[src/design/dpa_consts.svh]
`ifndef DPA_CONSTS_SVH
`define DPA_CONSTS_SVH
// Register offsets
`define DPA_OFF_SDCR      8'h08
`define DPA_OFF_CFG2      8'h3c
`define DPA_OFF_AGING     8'h20
`define DPA_OFF_CNT_ONE   8'h40
`define DPA_OFF_CNT_TWO   8'h44
`define DPA_OFF_CNT_CFG   8'h48
`define DPA_OFF_CNT_FILT  8'h4c
// Field positions
`define DPA_BANK_POS_BIT  5
`define DPA_REFRESH_LSB   16
`define DPA_ROW_LSB       0
// Writable bits of the counter configuration
`define DPA_CNT_CFG_MASK  32'hc00fc00f
// Reset values
`define DPA_CFG2_RST      3'h0
`define DPA_ROW_RST       3'h0
`define DPA_AGING_RST     8'h00
`define DPA_CNT_CFG_RST   32'h00010000
`define DPA_CNT_FILT_RST  32'h00000000
`define DPA_COVER_RST     5'h08
// Row bits base
`define DPA_ROW_BASE      5'h09
`endif

[src/design/dpa_pkg.sv]
package dpa_pkg;
  typedef enum logic [2:0] {
    DPA_COVER_ALL     = 3'h0,
    DPA_COVER_TWO     = 3'h1,
    DPA_COVER_ONE     = 3'h2,
    DPA_COVER_HALF    = 3'h5,
    DPA_COVER_QUARTER = 3'h6
  } dpa_cover_type;

  typedef enum logic [2:0] {
    DPA_ST_IDLE  = 3'b001,
    DPA_ST_AGING = 3'b010,
    DPA_ST_BOOST = 3'b100
  } dpa_state_type;

  // Register bus request
  typedef struct packed {
    logic [7:0]  addr;
    logic [31:0] wdata;
    logic        wr;
    logic        rd;
  } dpa_bus_type;

  // Scheduler policy view
  typedef struct packed {
    logic       open_row_first;
    logic       boost_oldest;
    logic [4:0] row_bits;
    logic [4:0] refresh_eighths;
    logic       refresh_reserved;
    logic       init_start;
  } dpa_policy_type;

  // Transfer event from the command path
  typedef struct packed {
    logic       xfer_done;
    logic       is_reg;
    logic [7:0] master_id;
  } dpa_event_type;

  typedef struct packed {
    dpa_state_type  state;
    logic           internal_bank_position_sel;
    logic [2:0]     partial_array_refresh_select;
    logic [2:0]     row_size;
    logic [7:0]     threshold;
    logic [8:0]     xfer_cnt;
    logic [31:0]    perf_counter_config;
    logic [31:0]    perf_master_region_select;
    logic [31:0]    perf_counter_one;
    logic [31:0]    perf_counter_two;
    logic [31:0]    rdata;
    dpa_policy_type policy;
  } dpa_state_all_type;
endpackage : dpa_pkg
[src/design/dpa_ctrl.sv]
// Chosen here: the strobed register port and the address map.
`timescale 1ns/100ps
`include "dpa_consts.svh"

module dpa_ctrl (
  // Clock and reset
  input  wire logic                    sys_clk,
  input  wire logic                    rst,
  // Register bus
  input  wire dpa_pkg::dpa_bus_type    bus,
  output logic [31:0]                  rdata,
  // Command path events
  input  wire dpa_pkg::dpa_event_type  evt,
  // Scheduler policy
  output dpa_pkg::dpa_policy_type      policy
);
  import dpa_pkg::*;

  dpa_state_all_type s_reg;
  dpa_state_all_type s_next;

  // -------------------------------------------------------------
  // Filter match for one counter
  // -------------------------------------------------------------
  function automatic logic cnt_match(input logic       mst_en,
                                     input logic       reg_en,
                                     input logic [7:0] mst_id,
                                     input logic [3:0] region,
                                     input dpa_event_type e);
    logic ok;
    ok = 1'b1;
    if (mst_en && (e.master_id != mst_id)) begin
      ok = 1'b0;
    end
    if (mst_en && e.is_reg) begin
      ok = 1'b0;
    end
    if (reg_en && (region == 4'h0) && e.is_reg) begin
      ok = 1'b0;
    end
    if (reg_en && (region == 4'h7) && !e.is_reg) begin
      ok = 1'b0;
    end
    return ok;
  endfunction : cnt_match

  // -------------------------------------------------------------
  // Refresh coverage in eighths of the array
  // -------------------------------------------------------------
  function automatic logic [4:0] cover_eighths(input logic [2:0] code);
    logic [4:0] v;
    v = 5'h00;
    case (code)
      DPA_COVER_ALL:     v = 5'h08;
      DPA_COVER_TWO:     v = 5'h04;
      DPA_COVER_ONE:     v = 5'h02;
      DPA_COVER_HALF:    v = 5'h01;
      DPA_COVER_QUARTER: v = 5'h00;
      default:           v = 5'h00;
    endcase
    return v;
  endfunction : cover_eighths

  logic [8:0] limit;

  // -------------------------------------------------------------
  // Next state
  // -------------------------------------------------------------
  always_comb begin
    s_next = s_reg;
    s_next.policy.init_start = 1'b0;
    s_next.policy.boost_oldest = 1'b0;
    limit = {1'b0, s_reg.threshold} + 9'h001;

    if (bus.wr) begin
      case (bus.addr)
        `DPA_OFF_SDCR: begin
          s_next.internal_bank_position_sel =
            bus.wdata[`DPA_BANK_POS_BIT];
        end
        `DPA_OFF_CFG2: begin
          s_next.partial_array_refresh_select =
            bus.wdata[`DPA_REFRESH_LSB +: 3];
          s_next.row_size = bus.wdata[`DPA_ROW_LSB +: 3];
          s_next.policy.init_start = 1'b1;
        end
        `DPA_OFF_AGING: begin
          s_next.threshold = bus.wdata[7:0];
          s_next.xfer_cnt = 9'h000;
        end
        `DPA_OFF_CNT_CFG: begin
          s_next.perf_counter_config = bus.wdata & `DPA_CNT_CFG_MASK;
        end
        `DPA_OFF_CNT_FILT: begin
          s_next.perf_master_region_select = bus.wdata;
        end
        default: begin
        end
      endcase
    end

    // Effective config: defaults unless special addressing
    if (s_next.internal_bank_position_sel) begin
      s_next.policy.row_bits = `DPA_ROW_BASE
                               + {2'b00, s_next.row_size};
      s_next.policy.refresh_eighths =
        cover_eighths(s_next.partial_array_refresh_select);
      s_next.policy.refresh_reserved =
        (s_next.partial_array_refresh_select == 3'h3)
        || (s_next.partial_array_refresh_select == 3'h4)
        || (s_next.partial_array_refresh_select == 3'h7);
    end else begin
      s_next.policy.row_bits = `DPA_ROW_BASE;
      s_next.policy.refresh_eighths = `DPA_COVER_RST;
      s_next.policy.refresh_reserved = 1'b0;
    end

    s_next.policy.open_row_first = (s_next.threshold != 8'h00);

    case (s_reg.state)
      DPA_ST_IDLE: begin
        s_next.xfer_cnt = 9'h000;
        if (s_reg.threshold != 8'h00) begin
          s_next.state = DPA_ST_AGING;
        end
      end
      DPA_ST_AGING: begin
        if (s_reg.threshold == 8'h00) begin
          s_next.state = DPA_ST_IDLE;
        end else if (evt.xfer_done) begin
          if (s_reg.xfer_cnt + 9'h001 >= limit) begin
            s_next.state = DPA_ST_BOOST;
            s_next.policy.boost_oldest = 1'b1;
            s_next.xfer_cnt = 9'h000;
          end else begin
            s_next.xfer_cnt = s_reg.xfer_cnt + 9'h001;
          end
        end
      end
      DPA_ST_BOOST: begin
        s_next.state = DPA_ST_AGING;
        if (evt.xfer_done) begin
          s_next.xfer_cnt = 9'h001;
        end
      end
      default: s_next.state = DPA_ST_IDLE;
    endcase

    // Counters have no write path
    if (evt.xfer_done && cnt_match(s_reg.perf_counter_config[15],
        s_reg.perf_counter_config[14],
        s_reg.perf_master_region_select[15:8],
        s_reg.perf_master_region_select[3:0], evt)) begin
      s_next.perf_counter_one = s_reg.perf_counter_one + 32'h00000001;
    end
    if (evt.xfer_done && cnt_match(s_reg.perf_counter_config[31],
        s_reg.perf_counter_config[30],
        s_reg.perf_master_region_select[31:24],
        s_reg.perf_master_region_select[19:16], evt)) begin
      s_next.perf_counter_two = s_reg.perf_counter_two + 32'h00000001;
    end

    s_next.rdata = 32'h00000000;
    if (bus.rd) begin
      case (bus.addr)
        `DPA_OFF_SDCR: begin
          s_next.rdata[`DPA_BANK_POS_BIT] =
            s_reg.internal_bank_position_sel;
        end
        `DPA_OFF_CFG2: begin
          s_next.rdata[`DPA_REFRESH_LSB +: 3] =
            s_reg.partial_array_refresh_select;
          s_next.rdata[`DPA_ROW_LSB +: 3] = s_reg.row_size;
        end
        `DPA_OFF_AGING:    s_next.rdata[7:0] = s_reg.threshold;
        `DPA_OFF_CNT_ONE:  s_next.rdata = s_reg.perf_counter_one;
        `DPA_OFF_CNT_TWO:  s_next.rdata = s_reg.perf_counter_two;
        `DPA_OFF_CNT_CFG:  s_next.rdata = s_reg.perf_counter_config;
        `DPA_OFF_CNT_FILT: s_next.rdata = s_reg.perf_master_region_select;
        default:           s_next.rdata = 32'h00000000;
      endcase
    end
  end

  // -------------------------------------------------------------
  // State register
  // -------------------------------------------------------------
  always_ff @(posedge sys_clk or posedge rst) begin
    if (rst) begin
      s_reg.state     <= DPA_ST_IDLE;
      s_reg.internal_bank_position_sel   <= 1'b0;
      s_reg.partial_array_refresh_select <= `DPA_CFG2_RST;
      s_reg.row_size                     <= `DPA_ROW_RST;
      s_reg.threshold                    <= `DPA_AGING_RST;
      s_reg.xfer_cnt                     <= 9'h000;
      s_reg.perf_counter_config          <= `DPA_CNT_CFG_RST;
      s_reg.perf_master_region_select    <= `DPA_CNT_FILT_RST;
      s_reg.perf_counter_one             <= 32'h00000000;
      s_reg.perf_counter_two             <= 32'h00000000;
      s_reg.rdata                        <= 32'h00000000;
      s_reg.policy                       <= {1'b0, 1'b0, `DPA_ROW_BASE,
                                             `DPA_COVER_RST, 1'b0, 1'b0};
    end else begin
      s_reg <= s_next;
    end
  end

  // -------------------------------------------------------------
  // Outputs
  // -------------------------------------------------------------
  assign rdata  = s_reg.rdata;
  assign policy = s_reg.policy;
endmodule : dpa_ctrl

[config.mk]
export PLATFORM = sky130hd
export DESIGN_NAME = dpa_ctrl
export DESIGN_NICKNAME = d
export VERILOG_FILES = /design/src/design/dpa_pkg.sv /design/src/design/dpa_ctrl.sv
export VERILOG_INCLUDE_DIRS = /design/src /design/src/design
export SDC_FILE = /design/constraint.sdc
export NUM_CORES = 1
export LEC_CHECK = 0
export BUFFER_PORTS_ARGS = -buffer_cell sky130_fd_sc_hd__buf_2
export CELL_PAD_IN_SITES_DETAIL_PLACEMENT = 1
export CELL_PAD_IN_SITES_GLOBAL_PLACEMENT = 1
export CORE_UTILIZATION = 45
export DETAILED_ROUTE_END_ITERATION = 8
export PLACE_DENSITY = 0.75
export RECOVER_POWER = 100
export SETUP_SLACK_MARGIN = 0.4
export SLEW_MARGIN = 15
export SYNTH_ARGS = -nofsm -noshare
export SYNTH_HDL_FRONTEND = slang
export SYNTH_SLANG_ARGS = --single-unit
[constraint.sdc]
create_clock -name sys_clk -period 10.22 [get_ports sys_clk]
set_input_delay 0.511 -clock sys_clk [delete_from_list [all_inputs] [get_ports sys_clk]]
set_output_delay 0.511 -clock sys_clk [all_outputs]
set_load 0.02 [all_outputs]
* Word level (Yosys, flattened, before mapping) *
Cells that the tools add are included.

word-level totals
  output and inout bits = 46
  input bits = 54
  flip-flop bits (word level) = 181

operators by class
  muxes and demuxes = 40
  order comparisons = 1
  equal/unequal tests = 23
  add/subtract/negate cells = 5
  reductions and logical operators = 26

operators by type and width
  kind                   number
  $mux 32                3
  $mux 88                1
  $add 32x1->32 const B  2
  $pmux 13 s4            1
  $mux 9                 4
  $eq 8x7->1 const B     4
  $pmux 8 s4             1
  $pmux 9 s3             1
  $pmux 3 s6             1
  $mux 17                1
  $eq 8x6->1 const B     2
  $ne 8x8->1             2
  $pmux 4 s4             1
  $reduce_bool 8->1      2
  $mux 1                 15
  $pmux 3 s5             1
  $logic_and 1x1->1      14
  $eq 3x3->1 const B     4
  $mux 3                 4
  $mux 11                1
  $pmux 2 s5             1
  $add 8x1->9 const B    1
  $add 9x1->9 const B    1
  $eq 3x2->1 const B     3
  18 further kinds       24

* Logic depth before layout (Yosys ltp) *
  depth after elaboration = 7
  depth in mapped cells = 12

* Worst setup path after synthesis *
Ideal clock, no wire load.

  path kind = reg2reg
  from = register s_reg[174] (netlist name)
  to = register s_reg[180] (netlist name)
  cell stages (with the launch flop) = 12
  data arrival time = 2.449 ns
  setup slack = 7.705 ns
  buffers on the path = 1
  required time = 10.155 ns
  cells stage by stage = dfrtp_1 > ha_1 > and3_1 > nand3_1 > nor2_1 > xor2_1 > ha_1 > and4_1 > a2111o_1 > clkbuf_1 > nor3_1 > a211o_1

RTL lines
  element                   RTL line         text
  start: declaration        dpa_ctrl.sv:19   dpa_state_all_type s_reg;
  start signal: assignment  dpa_ctrl.sv:204  s_reg <= s_next;

* Worst setup path in the final report *
  from = input port bus[38] (netlist name)
  to = register s_reg[139] (netlist name)

between the ends
  longest elaborated chain between the ends = 2

ends and longest elaborated chain
  element                     RTL line        text
  start: declaration          dpa_ctrl.sv:10  input wire dpa_pkg::dpa_bus_type bus,
  $eq 8x7->1                  dpa_ctrl.sv:76  case (bus.addr)
  $reduce_and 2->1 (no line)  -

Every way passes these cells.
A chain may end at the register's enable or synchronous reset.

==> impl_metrics.ini <==
[drt]
first_pass_iters = 5
vias_per_cell = 5.849
drt-initial-drc-count = 556
wl_per_cell_um = 21.01
drc_errors = 0
ant_nets = 0
num_vias = 6685
routed_wl_um = 24020

[global_route]
grt_pass1_wl_um = 39050
gr-total-overflow = 0
grt_pass1_vias = 6947
antenna_found_initial = 0
grt_max_degree = 102
grt_usage = 0.2528

[floorplanning]
rows = 51
core_um2 = 19530
die_y_um = 143.2
initial_core_util = 0.4597
die_area_um2 = 20520
io-pin-count = 100
die_x_um = 143.2

[synth]
synth-simple-area-share = 0.1625
muxShareOfSynthArea = 0.07750
yosysTopAreaCellShare = 0.4879
ys.flop_type = dfrtp_1
yosysWarnings = 0
synth_nets = 891
postSynth.asyncResetShare = 1.000
synthCells = 821
synth_edf_count = 0
synth_fa_ha_area_frac = 0.02230
yosysMostFrequentCell = dfrtp_1
synth_commonest_cells = 175 x dfrtp_1, 58 x xor2_1, 57 x nand2_1
synth.area.top_cells = dfrtp_1 49%, mux2_2 7.0%, xor2_1 5.7%
synth-xor-area-share = 0.08684
synth-compound-area-share = 0.08308
ys_types = 61
netlist_area_um2 = 8976
synth_top_family_by_area = simple AND/OR/NAND/NOR gates
synth-seq-cells = 180
syn_area_per_cell_um2 = 10.93
synth.largest_area_cell = dfrtp_1
ys_seq_area_frac = 0.5025

[layout]
num_antenna_cells = 0
multi_input_area_um2 = 3822
final_nets = 935
area_growth_pct = 9.576
final-seq-area_um2 = 4511
n_fill_cell = 2159
drive_above_1_share = 0.1651
largest_register_ffs = 135

[power]
power.leakage_nw = 4.468
peakVddDrop_mv = 0.1163
pwr_density_cell_nw_per_um2 = 177.8
swShare = 0.2890
pwr-share-seq = 0.491
p_clk_frac = 0.396
power_frac_comb = 0.113
switchingPower_mw = 0.5052
p_int_mw = 1.243
power.total_mw = 1.749

[placement]
port_buffers = 98
place_hpwl_um = 16840
place.gp.congestion = 0.8207

[timing]
rsz0062_at_grt = false
fin_crit_ns = 4.570
hold_viol = 0
fin_crit_sh = 0.4472
setup_violations = 0
slew_headroom = -2.052
setup_tns_ns = 0
final_max_slew_viol_count = 136
fmax_ghz = 0.2188
fin_skew_ns = 0.01190
worst_slew_pin_slew_ns = 4.554

[run_status]
run_status = finished, violations left
violations = capacitance limit, slew limit

[cts]
clk_pin_slew_worst_paths_ns = 0.07
cts-resized-gates = 0
root_buffer = clkbuf_16
cts_setup_buffers = 0
numCtsBuffers = 17
ctsHoldBuffers = 0
cts_sinks = 180
ctsLongestPathBuffers = 2
htreeDepth = 4
cts_tree = built
clk_latency_ns = 0.44

[critical_path]
r2r_cells = 10
required_ns = 10.53
worst-setup-path-type = primary input to register
start_kind = primary input
critPathCaptureType = register
cp_max_fo = 33
cp.arrival_ns = 4.88

[run]
drv_cap = 2

[hold_path]
hold_class = primary input to register
min_path_cells = 2
==> worst max-delay path: stages <==
cell      delay [ns]
clkbuf_1        0.13
nor4b_1         0.62
and3_1          0.27
clkbuf_1        1.29
nand2_1         0.80
clkbuf_1        0.73
mux2_2          0.50
==> cell families after synthesis <==
family | count (synthesis)
compound gates | 98
xor+xnor | 89
fa+ha+maj | 16
buf+inv | 102
flops | 180
mux | 62
other cells | 1
simple gates | 273
==> power by group through the flow <==
stage / logic [mW] / clock network (mW) / registers (mW)
floorplan: 0.149 / 0 / 0.838
global route: 0.226 / 0.735 / 0.868
detailed placement: 0.201 / 0 / 0.868
global placement: 0.193 / 0 / 0.865
finish: 0.198 / 0.692 / 0.858
CTS: 0.203 / 0.704 / 0.855
==> through the flow <==
stage / setup slack [ns] / hold slack [ns] / std cells / util / cell area (um2)
CTS: 7.143 / 0.2903 / 1143 / 0.5105 / 9968
detailed placement: 7.055 / 0.4560 / 1111 / 0.4788 / 9349
global route: 5.448 / 0.2932 / 1143 / 0.5037 / 9836
floorplan: 4.830 / 0.4415 / 821 / - / 8976
global placement: 7.134 / 0.4650 / 1111 / 0.4788 / 9349
finish: 5.650 / 0.3020 / 1143 / 0.5037 / 9836
==> cell usage in the layout (no fill, tap or decap), types with 4 or more instances in the layout <==
| cell type | netlist | routed |
|---|---|---|
| a211o_1 | 5 | 5 |
| a21oi_1 | 21 | 21 |
| a222oi_1 | 26 | 26 |
| a22oi_1 | 11 | 11 |
| a31oi_1 | 6 | 6 |
| and2_1 | 6 | 5 |
| and3_1 | 11 | 11 |
| and4_1 | 5 | 5 |
| buf_2 | 9 | 50 |
| clkbuf_1 | 16 | 50 |
| clkbuf_16 | 0 | 17 |
| dfrtp_1 | 175 | 175 |
| dfstp_2 | 5 | 5 |
| ha_1 | 16 | 16 |
| inv_1 | 24 | 23 |
| inv_6 | 0 | 5 |
| mux2_1 | 0 | 7 |
| mux2_2 | 56 | 50 |
| mux2i_1 | 5 | 5 |
| nand2_1 | 57 | 58 |
| nand2b_1 | 6 | 6 |
| nand3_1 | 31 | 31 |
| nand4_1 | 20 | 20 |
| nor2_1 | 49 | 50 |
| nor2b_1 | 6 | 6 |
| nor3_1 | 39 | 39 |
| nor3b_1 | 4 | 4 |
| nor4_1 | 11 | 18 |
| nor4b_1 | 6 | 6 |
| o21ai_0 | 7 | 7 |
| xnor2_1 | 31 | 31 |
| xor2_1 | 58 | 58 |
==> final cells by class <==
cell class / instances / share of cell area
multi-input combinational: 539 / 0.3886
tap: 265 / 0.03371
inverter: 24 / 0.009286
sequential: 180 / 0.4586
timing repair buffer: 103 / 0.04681
clock inverter: 15 / 0.01972
clock buffer: 17 / 0.04325
==> routing by layer <==
layer | wire, um | track usage | vias up | part of all wire
met5 | 0 | 0 | - | 0
met3 | 1180 | 0.03756 | 40 | 0.049
met4 | 571 | 0.09127 | 0 | 0.024
li1 | - | - | 2997 | -
met2 | 11240 | 0.4039 | 238 | 0.47
met1 | 11030 | 0.3491 | 3410 | 0.46
==> worst paths after layout <==
path,startpoint,end,slack [ns]
max,bus[38],s_reg[139],5.65
min in group asynchronous,rst,s_reg[180],1.43
max reg2reg,s_reg[174],s_reg[182],7.13
max in group asynchronous,rst,policy[11],6.30
min,bus[28],s_reg[136],0.30
min reg2reg,s_reg[77],s_reg[77],0.48
Note: power is estimated with default switching activity, not from simulation.
